## src/include/swsm_defines.svh

```systemverilog
// constants of the single-wire slave memory block: opcodes, memory map and timing
`ifndef SWSM_DEFINES_SVH
`define SWSM_DEFINES_SVH

`define SWSM_CLK_MHZ 20

// net-address and function opcodes
`define SWSM_OP_SKIP 8'hcc
`define SWSM_OP_READ 8'h69
`define SWSM_OP_WRITE 8'h6c
`define SWSM_OP_COPY 8'h48
`define SWSM_OP_RECALL 8'hb8
`define SWSM_OP_LOCK 8'h6a

// memory map
`define SWSM_CTL_ADDR 8'h1f
`define SWSM_CTL_BUSY_BIT 7
`define SWSM_CTL_LOCKEN_BIT 6
`define SWSM_CTL_RESET 8'h00
`define SWSM_RAM_FIRST 8'h08
`define SWSM_RAM_LAST 8'h1e
`define SWSM_BLK0_FIRST 8'h20
`define SWSM_BLK0_LAST 8'h2f
`define SWSM_BLK1_FIRST 8'h60
`define SWSM_BLK1_LAST 8'h7f

// times in microseconds
`define SWSM_SAMPLE_STD_US 30
`define SWSM_SAMPLE_OD_US 4
`define SWSM_RESET_STD_US 120
`define SWSM_RESET_OD_US 16
`define SWSM_PDH_STD_US 30
`define SWSM_PDH_OD_US 3
`define SWSM_PDL_STD_US 120
`define SWSM_PDL_OD_US 12
`define SWSM_REL_STD_US 25
`define SWSM_REL_OD_US 3
`define SWSM_COPY_US 10000

// the same times as clock cycles
`define SWSM_SAMPLE_STD_CYC (`SWSM_SAMPLE_STD_US * `SWSM_CLK_MHZ)
`define SWSM_SAMPLE_OD_CYC (`SWSM_SAMPLE_OD_US * `SWSM_CLK_MHZ)
`define SWSM_RESET_STD_CYC (`SWSM_RESET_STD_US * `SWSM_CLK_MHZ)
`define SWSM_RESET_OD_CYC (`SWSM_RESET_OD_US * `SWSM_CLK_MHZ)
`define SWSM_PDH_STD_CYC (`SWSM_PDH_STD_US * `SWSM_CLK_MHZ)
`define SWSM_PDH_OD_CYC (`SWSM_PDH_OD_US * `SWSM_CLK_MHZ)
`define SWSM_PDL_STD_CYC (`SWSM_PDL_STD_US * `SWSM_CLK_MHZ)
`define SWSM_PDL_OD_CYC (`SWSM_PDL_OD_US * `SWSM_CLK_MHZ)
`define SWSM_REL_STD_CYC (`SWSM_REL_STD_US * `SWSM_CLK_MHZ)
`define SWSM_REL_OD_CYC (`SWSM_REL_OD_US * `SWSM_CLK_MHZ)
`define SWSM_COPY_CYC (`SWSM_COPY_US * `SWSM_CLK_MHZ)

`endif

```

## src/include/swsm_pkg.sv

```systemverilog
// types of the single-wire slave memory block
package swsm_pkg;

    // line-level sequencer states
    typedef enum logic [2:0] {L_IDLE, L_SLOT, L_RST, L_PDH, L_PDL} swsm_link_t;

    // byte-level protocol phases
    typedef enum logic [2:0] {P_ROM, P_FUNC, P_ADDR, P_READ, P_WRITE, P_IGNORE} swsm_phase_t;

    typedef struct packed {
        logic dq1;
        logic dq2;
        logic dq3;
        logic spd1;
        logic spd2;
        logic speed;
        swsm_link_t lstate;
        logic [11:0] cnt;
        logic drive;
        swsm_phase_t phase;
        logic [7:0] op;
        logic [7:0] sh;
        logic [2:0] bcnt;
        logic [7:0] addr;
        logic [7:0] tx;
        logic copy_pend;
        logic copy_blk;
        logic busy;
        logic [17:0] copy_cnt;
        logic lock_en;
        logic [1:0] locks;
        logic cur_set;
        logic prev_set;
    } swsm_state_t;

endpackage

```

## src/design/swsm_slave.sv

```systemverilog
// single-wire slave: reset/presence, bit slots and memory function commands
//
// Behaviour
// - after read opcode and address, first read slot gives LSB of that location.
// - read address increments after each byte, wrapping FFh to 00 until reset.
// - a reset pulse at any bit boundary abandons a read cleanly.
// - reserved locations may read back any value.
// - reads of nonvolatile block addresses return the shadow copy.
// - write opcode and address; each completed byte stored, then address increments.
// - writes past top address wrap to zero and overwrite from there.
// - writes to read-only, reserved, locked locations and partial bytes are dropped.
// - writes to unlocked nonvolatile blocks change only the shadow copy.
// - copy opcode programs the block's shadow into cells unless block locked or a copy is running.
// - during copy, busy flag is one and nonvolatile writes are ignored.
// - copy starts at first falling edge after address, lasts copy duration.
// - recall opcode loads block's cells into its shadow copy.
// - lock works only if previous transaction set lock-enable bit 6 of 1Fh.
// - locked blocks stay locked until RESETN_IN is asserted and refuse writes and copies.
// - after reset pulse rise, wait presence-high delay then drive presence low.
// - write slot sampled 15-60 us after fall (2-6 us overdrive).
// - device drives zero bits low in read slot, releases before slot end.
// - speed select low is standard, high overdrive; stable before reset.
// - line low beyond 120 us (16 us overdrive) is a reset; abort transaction.
`timescale 1ns/1ps
`include "swsm_defines.svh"

module swsm_slave #(
    parameter int unsigned COPY_CYCLES = `SWSM_COPY_CYC
) (
    input wire logic CLK_IN,
    input wire logic RESETN_IN,
    input wire logic DQ_IN,
    output logic DQ_OUT,
    output logic DQ_OE_OUT,
    input wire logic SPEED_SEL_IN,
    output logic COPY_BUSY_OUT
);
    import swsm_pkg::*;

    ////////////////////////////////////////////////////////////////////////////
    // state, memories and per-cycle strobes
    swsm_state_t s_q;
    swsm_state_t s_d;
    logic [7:0] shadow [0:255];
    logic [7:0] cells [0:255];
    logic fall;
    logic bit_ev;
    logic bit_val;
    logic [7:0] sh_new;
    logic mem_we;
    logic [7:0] mem_wa;
    logic [7:0] mem_wd;
    logic do_copy;
    logic do_recall;
    logic blk_sel;
    logic [11:0] samp_c;
    logic [11:0] rst_c;
    logic [11:0] pdh_c;
    logic [11:0] pdl_c;
    logic [11:0] rel_c;
    logic [1:0] ainfo;
    logic [1:0] winfo;

    // returns {in a nonvolatile block, block index}
    function automatic logic [1:0] blk_info(input logic [7:0] a);
        if (a >= `SWSM_BLK0_FIRST && a <= `SWSM_BLK0_LAST)
            return 2'b10;
        else if (a >= `SWSM_BLK1_FIRST && a <= `SWSM_BLK1_LAST)
            return 2'b11;
        else
            return 2'b00;
    endfunction

    // byte seen by a read; the control register is assembled live
    function automatic logic [7:0] rd_byte(input logic [7:0] a, input swsm_state_t s);
        logic [7:0] v;
        v = shadow[a]; // nonvolatile addresses give the shadow, reserved gives stale data
        if (a == `SWSM_CTL_ADDR)
        begin
            v = `SWSM_CTL_RESET;
            v[`SWSM_CTL_BUSY_BIT] = s.busy;
            v[`SWSM_CTL_LOCKEN_BIT] = s.lock_en;
            v[1:0] = s.locks;
        end
        return v;
    endfunction

    ////////////////////////////////////////////////////////////////////////////
    // open-drain line: only ever pull low
    assign DQ_OUT = 1'b0;
    assign DQ_OE_OUT = s_q.drive;
    assign COPY_BUSY_OUT = s_q.busy;

    // slot timing follows the speed latched at the last reset pulse
    always_comb
    begin
        if (s_q.speed)
        begin
            samp_c = 12'(`SWSM_SAMPLE_OD_CYC);
            rst_c = 12'(`SWSM_RESET_OD_CYC);
            pdh_c = 12'(`SWSM_PDH_OD_CYC);
            pdl_c = 12'(`SWSM_PDL_OD_CYC);
            rel_c = 12'(`SWSM_REL_OD_CYC);
        end
        else
        begin
            samp_c = 12'(`SWSM_SAMPLE_STD_CYC);
            rst_c = 12'(`SWSM_RESET_STD_CYC);
            pdh_c = 12'(`SWSM_PDH_STD_CYC);
            pdl_c = 12'(`SWSM_PDL_STD_CYC);
            rel_c = 12'(`SWSM_REL_STD_CYC);
        end
    end

    ////////////////////////////////////////////////////////////////////////////
    // next-state logic: line sequencer, copy timer, byte protocol
    always_comb
    begin
        s_d = s_q;
        bit_ev = 1'b0;
        bit_val = 1'b0;
        mem_we = 1'b0;
        mem_wa = s_q.addr;
        do_copy = 1'b0;
        do_recall = 1'b0;
        blk_sel = 1'b0;
        // pins pass two flops before anything looks at them
        s_d.dq1 = DQ_IN;
        s_d.dq2 = s_q.dq1;
        s_d.dq3 = s_q.dq2;
        s_d.spd1 = SPEED_SEL_IN;
        s_d.spd2 = s_q.spd1;
        fall = s_q.dq3 && !s_q.dq2;
        winfo = blk_info(s_q.addr); // block of the write address; bit 0 picks the lock bit
        sh_new = {bit_val, s_q.sh[7:1]};
        mem_wd = sh_new;
        ainfo = blk_info(sh_new);

        // copy timer; busy drops by itself after the copy duration
        if (s_q.busy)
        begin
            if (s_q.copy_cnt == 18'(COPY_CYCLES - 1))
                s_d.busy = 1'b0;
            else
                s_d.copy_cnt = s_q.copy_cnt + 18'h00001;
        end
        // a pending copy launches on the next falling edge, whatever slot it opens
        if (fall && s_q.copy_pend)
        begin
            s_d.copy_pend = 1'b0;
            if (!s_q.busy && !s_q.locks[s_q.copy_blk])
            begin
                do_copy = 1'b1;
                blk_sel = s_q.copy_blk;
                s_d.busy = 1'b1;
                s_d.copy_cnt = 18'h00000;
            end
        end

        // line sequencer
        case (s_q.lstate)
            L_IDLE:
            begin
                if (fall)
                begin
                    s_d.lstate = L_SLOT;
                    s_d.cnt = 12'h000;
                    s_d.drive = (s_q.phase == P_READ) && !s_q.tx[s_q.bcnt];
                end
            end
            L_SLOT:
            begin
                s_d.cnt = s_q.cnt + 12'h001;
                if (s_q.cnt == rel_c)
                    s_d.drive = 1'b0; // released well before the slot ends
                if (s_q.cnt == samp_c)
                begin
                    bit_ev = 1'b1;
                    bit_val = s_q.dq2;
                end
                if (s_q.cnt > samp_c && s_q.dq2)
                    s_d.lstate = L_IDLE;
                else if (s_q.cnt == rst_c)
                begin
                    // long low: drop whatever was going on
                    s_d.lstate = L_RST;
                    s_d.drive = 1'b0;
                    s_d.phase = P_ROM;
                    s_d.bcnt = 3'h0;
                    s_d.prev_set = s_q.cur_set;
                    s_d.cur_set = 1'b0;
                end
            end
            L_RST:
            begin
                if (s_q.dq2)
                begin
                    s_d.lstate = L_PDH;
                    s_d.cnt = 12'h000;
                    s_d.speed = s_q.spd2;
                end
            end
            L_PDH:
            begin
                s_d.cnt = s_q.cnt + 12'h001;
                if (s_q.cnt == pdh_c - 12'h001)
                begin
                    s_d.lstate = L_PDL;
                    s_d.cnt = 12'h000;
                    s_d.drive = 1'b1;
                end
            end
            L_PDL:
            begin
                s_d.cnt = s_q.cnt + 12'h001;
                if (s_q.cnt == pdl_c - 12'h001)
                begin
                    s_d.lstate = L_IDLE;
                    s_d.drive = 1'b0;
                end
            end
            default:
                s_d.lstate = L_IDLE;
        endcase

        // byte protocol, LSB first; only whole bytes take effect
        sh_new = {bit_val, s_q.sh[7:1]};
        mem_wd = sh_new;
        ainfo = blk_info(sh_new);
        if (bit_ev)
        begin
            s_d.sh = sh_new;
            s_d.bcnt = s_q.bcnt + 3'h1;
            if (s_q.bcnt == 3'h7)
            begin
                case (s_q.phase)
                    P_ROM:
                        s_d.phase = (sh_new == `SWSM_OP_SKIP) ? P_FUNC : P_IGNORE;
                    P_FUNC:
                    begin
                        s_d.op = sh_new;
                        if (sh_new == `SWSM_OP_READ || sh_new == `SWSM_OP_WRITE || sh_new == `SWSM_OP_COPY ||
                            sh_new == `SWSM_OP_RECALL || sh_new == `SWSM_OP_LOCK)
                            s_d.phase = P_ADDR;
                        else
                            s_d.phase = P_IGNORE;
                    end
                    P_ADDR:
                    begin
                        s_d.addr = sh_new;
                        s_d.phase = P_IGNORE; // later bits wait for a reset
                        if (s_q.op == `SWSM_OP_READ)
                        begin
                            s_d.phase = P_READ;
                            s_d.tx = rd_byte(sh_new, s_q);
                        end
                        else if (s_q.op == `SWSM_OP_WRITE)
                            s_d.phase = P_WRITE;
                        else if (s_q.op == `SWSM_OP_COPY && ainfo[1])
                        begin
                            s_d.copy_pend = 1'b1;
                            s_d.copy_blk = ainfo[0];
                        end
                        else if (s_q.op == `SWSM_OP_RECALL && ainfo[1] && !s_q.busy)
                        begin
                            do_recall = 1'b1;
                            blk_sel = ainfo[0];
                        end
                        else if (s_q.op == `SWSM_OP_LOCK && ainfo[1] && s_q.prev_set && s_q.lock_en)
                            s_d.locks[ainfo[0]] = 1'b1;
                    end
                    P_READ:
                    begin
                        s_d.addr = s_q.addr + 8'h01; // wraps to 00
                        s_d.tx = rd_byte(s_q.addr + 8'h01, s_q);
                    end
                    P_WRITE:
                    begin
                        s_d.addr = s_q.addr + 8'h01; // wraps to 00
                        if (s_q.addr == `SWSM_CTL_ADDR)
                        begin
                            s_d.lock_en = sh_new[`SWSM_CTL_LOCKEN_BIT];
                            s_d.cur_set = sh_new[`SWSM_CTL_LOCKEN_BIT];
                        end
                        else if (s_q.addr >= `SWSM_RAM_FIRST && s_q.addr <= `SWSM_RAM_LAST)
                            mem_we = 1'b1;
                        else if (winfo[1] && !s_q.busy && !s_q.locks[winfo[0]])
                            mem_we = 1'b1; // shadow only
                    end
                    default:
                        s_d.phase = P_IGNORE;
                endcase
            end
        end
    end

    ////////////////////////////////////////////////////////////////////////////
    // state register
    always_ff @(posedge CLK_IN or negedge RESETN_IN)
    begin
        if (!RESETN_IN)
        begin
            s_q <= '0;
            s_q.dq1 <= 1'b1;
            s_q.dq2 <= 1'b1;
            s_q.dq3 <= 1'b1;
            s_q.lstate <= L_IDLE;
            s_q.phase <= P_IGNORE;
        end
        else
            s_q <= s_d;
    end

    // memories carry no reset: their content is undefined until written or recalled
    always_ff @(posedge CLK_IN)
    begin
        if (mem_we)
            shadow[mem_wa] <= mem_wd;
        for (int i = 0; i < 256; i++)
        begin
            if (do_copy && blk_info(8'(i)) == {1'b1, blk_sel})
                cells[i] <= shadow[i];
            if (do_recall && blk_info(8'(i)) == {1'b1, blk_sel})
                shadow[i] <= cells[i];
        end
    end
endmodule

```

## config.mk

```make
export PLATFORM = sky130hd
export DESIGN_NAME = swsm_slave
export DESIGN_NICKNAME = d
export VERILOG_FILES = /design/src/include/swsm_pkg.sv /design/src/design/swsm_slave.sv
export VERILOG_INCLUDE_DIRS = /design/src /design/src/include
export SDC_FILE = /design/constraint.sdc
export NUM_CORES = 2
export LEC_CHECK = 0
export BUFFER_PORTS_ARGS = -buffer_cell sky130_fd_sc_hd__buf_2
export CORE_MARGIN = 4
export CORE_UTILIZATION = 57
export CTS_CLUSTER_DIAMETER = 30
export CTS_CLUSTER_SIZE = 8
export DETAILED_ROUTE_END_ITERATION = 7
export PLACE_DENSITY = 0.73
export SLEW_MARGIN = 15
export SYNTH_ARGS = -nofsm -noshare
export SYNTH_HDL_FRONTEND = slang
export SYNTH_SLANG_ARGS = --single-unit
```

## constraint.sdc

```tcl
create_clock -name CLK_IN -period 18.14 [get_ports CLK_IN]
set_input_delay 3.628 -clock CLK_IN [delete_from_list [all_inputs] [get_ports CLK_IN]]
set_output_delay 3.628 -clock CLK_IN [all_outputs]
set_load 0.03 [all_outputs]
```

Yosys cells after proc, flatten, opt, wreduce, memory -nomap -nowiden
Memories as Yosys holds them, arrays and structs flattened.
Index checks and enable logic that the tools add are counted.
- register bits after elaboration: 86
- output and inout bits: 3
- word-level logic and storage cells: 2050
- memories: 2
- input port bits: 4
- RAM bits: 4096
- $add $sub $neg: 6
- $lt $le $gt $ge: 16
- reductions and logical operators: 506
- eq/ne operators: 36
- mux-type cells: 1454
- bitwise logic cells: 7
- memory list (memory ; words ; bits a word ; rd ports ; clocked after memory_dff ; write ports ; RTL line ; RTL):
    cells ; 256 ; 8 ; 256 ; 0 ; 32 ; swsm_slave.sv:45 ; logic [7:0] cells [0:255];
    shadow ; 256 ; 8 ; 258 ; 0 ; 32 ; swsm_slave.sv:44 ; logic [7:0] shadow [0:255];
- operators by type and width (cell ; number):
    2-to-1 mux 8 bit ; 902
    OR reduction 8 bit ; 449
    2-to-1 mux 1 bit ; 506
    == test 8 x 7 -> 1 bit, second input constant ; 8
    2-to-1 mux 19 bit ; 3
    == test 12 bit ; 4
    one-hot mux 12 bit (4 select lines) ; 1
    2-to-1 mux 40 bit ; 1
    2-to-1 mux 18 bit ; 2
    2-to-1 mux 16 bit ; 2
    one-hot mux 8 bit (2 select lines) ; 2
    2-to-1 mux 3 bit ; 10
    logical AND 1 bit ; 25
    == test 8 x 5 -> 1 bit, second input constant ; 3
    == test 8 bit, second input constant ; 3
    2-to-1 mux 12 bit ; 2
    subtractor 12 x 1 -> 12 bit, second input constant ; 2
    2-to-1 mux 2 bit ; 11
    2-to-1 mux 10 bit ; 2
    adder 18 x 1 -> 18 bit, second input constant ; 1
    == test 18 bit, second input constant ; 1
    greater-or-equal comparator 8 x 6 -> 1 bit, second input constant ; 2
    greater-or-equal comparator 8 x 7 -> 1 bit, second input constant ; 2
    <= comparator 8 x 6 -> 1 bit, second input constant ; 2
    40 further kinds ; 79

Depth between registers and ports, before layout
- depth after elaboration: 232
- mapped depth: 17
- mapped depth without buffers: 11

Worst setup path after synthesis
No wires, ideal clock.
- kind: reg-to-reg
- start: reg s_q (netlist bit mem_wd[4])
- end: mem cells[32][0], in the netlist cells[0][256], enable pin
- library setup time: 0.798 ns
- required time: 17.342 ns
- cell stages (with the launch flop): 8
- setup slack: 4.412 ns
- data arrival time: 12.930 ns
- period minus slack after synthesis: 13.728 ns
- path buffers: 1
- cells stage by stage: dfrtp_1 > inv_1 > o2111ai_1 > nor2_1 > nand3_1 > nor2_1 > buf_2 > nor3b_1
- RTL lines (element ; RTL line ; RTL):
    start, declared ; swsm_slave.sv:42 ; swsm_state_t s_q;
    end, declared ; swsm_slave.sv:45 ;

Worst setup path after layout
- start: reg s_q (netlist bit mem_wa[0])
- end: reg s_q[28] (netlist bit)
- longest elaborated chain between the ends: 4
- elaborated cells between the ends (all ways): 5
- those cells by class: 1 x add/sub; 1 x eq/ne; 2 x mux; 1 x memory
- RTL lines (element ; RTL line ; RTL):
    adder 8 x 1 -> 8 bit (*) ; swsm_slave.sv:275 ; s_d.tx = rd_byte(s_q.addr + 8'h01, s_q);
    memory (256 x 8 bit) / == test 8 x 5 -> 1 bit (equally long branches) ; -- ;
    2-to-1 mux 8 bit (*) ; swsm_slave.sv:78 ; if (a == `SWSM_CTL_ADDR)
    one-hot mux 8 bit (2 select lines) (*) ; swsm_slave.sv:236 ; case (s_q.phase)
Every way passes the cells marked *; elsewhere a longest branch is shown, timed or not.
A chain may end at the register's enable or synchronous reset.

==> out/summary.txt <==
Run status: complete, but fails checks
Failing checks: capacitance limit
Hold worst-path end: s_q[81]
Warnings, synthesis: 0
Number of flops mapped to enable cells by yosys: 2,432
R2r endpoint: s_q[28]
H-tree depth: 6
DP HPWL: 195,000 um
Kind of critical path: flip-flop to flip-flop
Clk_skew: 0.0609 ns
Endpoint class of the critical path: flip-flop
Cells along the critical path: inv_1, buf_4, ha_4, buf_4, buf_12, buf_4, mux4_2, nand2_1, nand3_1, nand4_1, a41oi_2, nor4_1, o31ai_1, a31o_2
CTS Buf Count: 539
CTS Sinks: 2,517
GRT Overall Usage: 32.6%
WHS: 0.363 ns
Sw frac: 20.3%
Worst reg2reg path startpoint: mem_wa[0]
Core footprint: 0.203 mm2
Starting DRT DRC Count: 12,100
Synth unique cells: 95
Port Buffer Count: 5
Drt via density: 6.42
Final hold viol count: 0
Fin crit share: 36.0%
FF+latch count, synth: 2,517
Post-synth top area share: 62.9%
Initial Utilization: 57.4%
Die H: 459 um
Register-to-register setup slack: 11.61 ns
Layout Cells excl Fill: 11,900
Fillcell total: 12,700
Clock slew at reported path FFs: 0.05 ns
Fraction of the yosys area taken by sequential cells: 64.7%
RSZ-0062 raised after global routing: false
Synthesized instance count: 7,136
Most used cell, CP: buf_4
Initial antenna violation count: 24
Clk_lat worst skew: 0.95 ns
Die X: 459 um
Clock Path Buffers: 4
Hold Crit Depth: 0
First-pass GRT wire length: 505,000 um
Worst Path Required: 18.97 ns
Static leakage: 49.6 nW
CTS tree: built
Most used DFF post-synth: edfxtp_1
Std-Cell Rows: 165
Grt ovf: 0
HP Start: s_d[81]
Die Area: 0.211 mm2
Rel. slew slack: 1.11%
Dpl cell area: 0.124 mm2
Share of cells above drive strength 1: 22.5%
Critical Path AT: 7.35 ns
Most frequent cell after synthesis: edfxtp_1
Largest net degree at the start of global routing: 226
DRC: 0
Worst min-delay path class: flip-flop to flip-flop
Final Critical Period: 6.53 ns
# hold bufs at CTS: 0
Synthesized area: 0.116 mm2
Final WL: 343,000 um
Sequential share of power: 40.4%
Vias in the first global route: 77,100
DP Cell Count: 10,900
Max incr delay on CP: 0.90 ns
IO Pins: 7
Via count: 76,300
Wire per inst: 28.8 um
CP Launch Type: flip-flop
Sw Pwr: 3.27 mW
GPL Wtd Cong: 0.947
Resized cells post-CTS: 0
Pins Over Slew Limit: 0
ANT nets after route: 0
# Max-Cap Violations: 1
Int Pwr: 12.8 mW
Cell taking the most area after synthesis: edfxtp_1
Post-synth ARST share: 3.38%
Reg2Reg Depth: 14
Worst VDD drop: 110 uV
CP Max Fanout: 95
CP max stage cell: dfrtp_4
First-pass DRT Iterations: 8
Clock share of power: 58.3%
Post-CTS Setup Inserts: 0
# setup viols final: 0
Pwr/cell area: 114 mW/mm2
Syn avg cell area: 16.3 um2
Slew @ Worst Pin: 1.48 ns
Root Buffer: clkbuf_16
CP Launch Point: mem_wa[0]
Achievable Freq: 0.153 GHz
Area Overhead vs Synth: 21.9%
Largest cells by area after synthesis: edfxtp_1 (63%), mux4_2 (18%), nand2_1 (4.8%)
Synth cell count leaders: edfxtp_1 (2,432), nand2_1 (1,490), mux4_2 (937)
Comb pwr share: 1.3%
Fin nets: 8,832
Final TNS setup: 0 ns
Design Area, Final: 0.142 mm2
==> state kept, by name, indices dropped and copies added (netlist names) <==
signal         cells
COPY_BUSY_OUT      1
DQ_OE_OUT          1
cells            384
shadow          2048
s_d                3
mem_wa             8
s_q               65
mem_wd             7
==> area by class of cell <==
| type | instances | area, um2 | area share, % |
|---|---|---|---|
| sequential | 2517 | 75200 | 53.1 |
| multi-input combinational | 5532 | 43900 | 31.0 |
| inverter | 20 | 86.3 | 0.0610 |
| clock inverter | 299 | 3070 | 2.17 |
| tap | 2672 | 3340 | 2.36 |
| antenna | 13 | 32.5 | 0.0230 |
| timing repair buffer | 206 | 1750 | 1.24 |
| clock buffer | 639 | 14200 | 10.0 |
==> kinds of logic after synthesis <==
family / Yosys count / share of synthesized area, %
DFF: 2517 / 64.7
and+or+nand+nor: 2165 / 8.06
muxes: 1195 / 20.4
AOI/OAI and AO/OA: 650 / 3.87
buffers and inverters: 567 / 2.60
xor gates and xnor gates: 29 / 0.225
adders and majority gates: 12 / 0.129
other: 1 / 0.00323
==> power by group through the flow <==
stage                     clock, mW  combinational, mW  sequential, mW
after floorplan                   0              0.162            6.57
after global placement            0              0.188            6.58
after detailed placement          0              0.191            6.59
after CTS                      9.46              0.194            6.50
after global routing           9.77              0.238            6.50
final                          9.39              0.210            6.50
==> cells in the final DEF (no fill, tap or decap), types with 85 or more instances in the layout <==
cell | Yosys | layout
clkinv_1 | 1 | 85
nor2_1 | 128 | 107
mux4_2 | 937 | 937
clkbuf_16 | 0 | 555
buf_4 | 64 | 184
nand3_1 | 259 | 259
mux2i_1 | 232 | 232
clkinv_2 | 0 | 86
nand2_1 | 1490 | 1488
o21ai_0 | 153 | 146
conb_1 | 1 | 1481
edfxtp_1 | 2432 | 2432
==> through the flow <==
stage / setup slack (ns) / power [mW] / utilization [%]
2_1_floorplan: 4.41 / 6.73 / -
3_3_place_gp: 11.40 / 6.77 / 61.3
3_5_place_dp: 11.68 / 6.78 / 61.3
4_1_cts: 11.67 / 16.1 / 69.9
5_1_grt: 11.40 / 16.5 / 69.9
6_report: 11.61 / 16.1 / 69.9
==> worst max-delay path by stage <==
| stage | endpoint | slack, ns | cells after the start |
|---|---|---|---|
| global placement | s_q[28] | 11.40 | 14 |
| CTS | s_q[28] | 11.67 | 14 |
| floorplan | cells[0][256] | 4.41 | 7 |
| detailed placement | s_q[28] | 11.68 | 14 |
| finish | s_q[28] | 11.61 | 14 |
| global route | s_q[28] | 11.40 | 14 |
==> critical path: cells and delay by family, from the launching register on <==
| family | cells | cell delay [ns] |
|---|---|---|
| buffers and inverters | 5 | 2.21 |
| adders and majority gates | 1 | 0.63 |
| and+or+nand+nor | 4 | 1.22 |
| DFF | 1 | 0.90 |
| AOI/OAI and AO/OA | 3 | 0.80 |
| muxes | 1 | 0.42 |
==> layer usage <==
metal	vias up	share of wire, %	global-route usage, %
met5	-	0.096	0.735
met4	20	6.6	19.1
met3	1278	14	11.5
met2	5850	45	48.4
met1	38600	34	42.0
li1	30600	-	-
(Power assumes the default switching activity.)
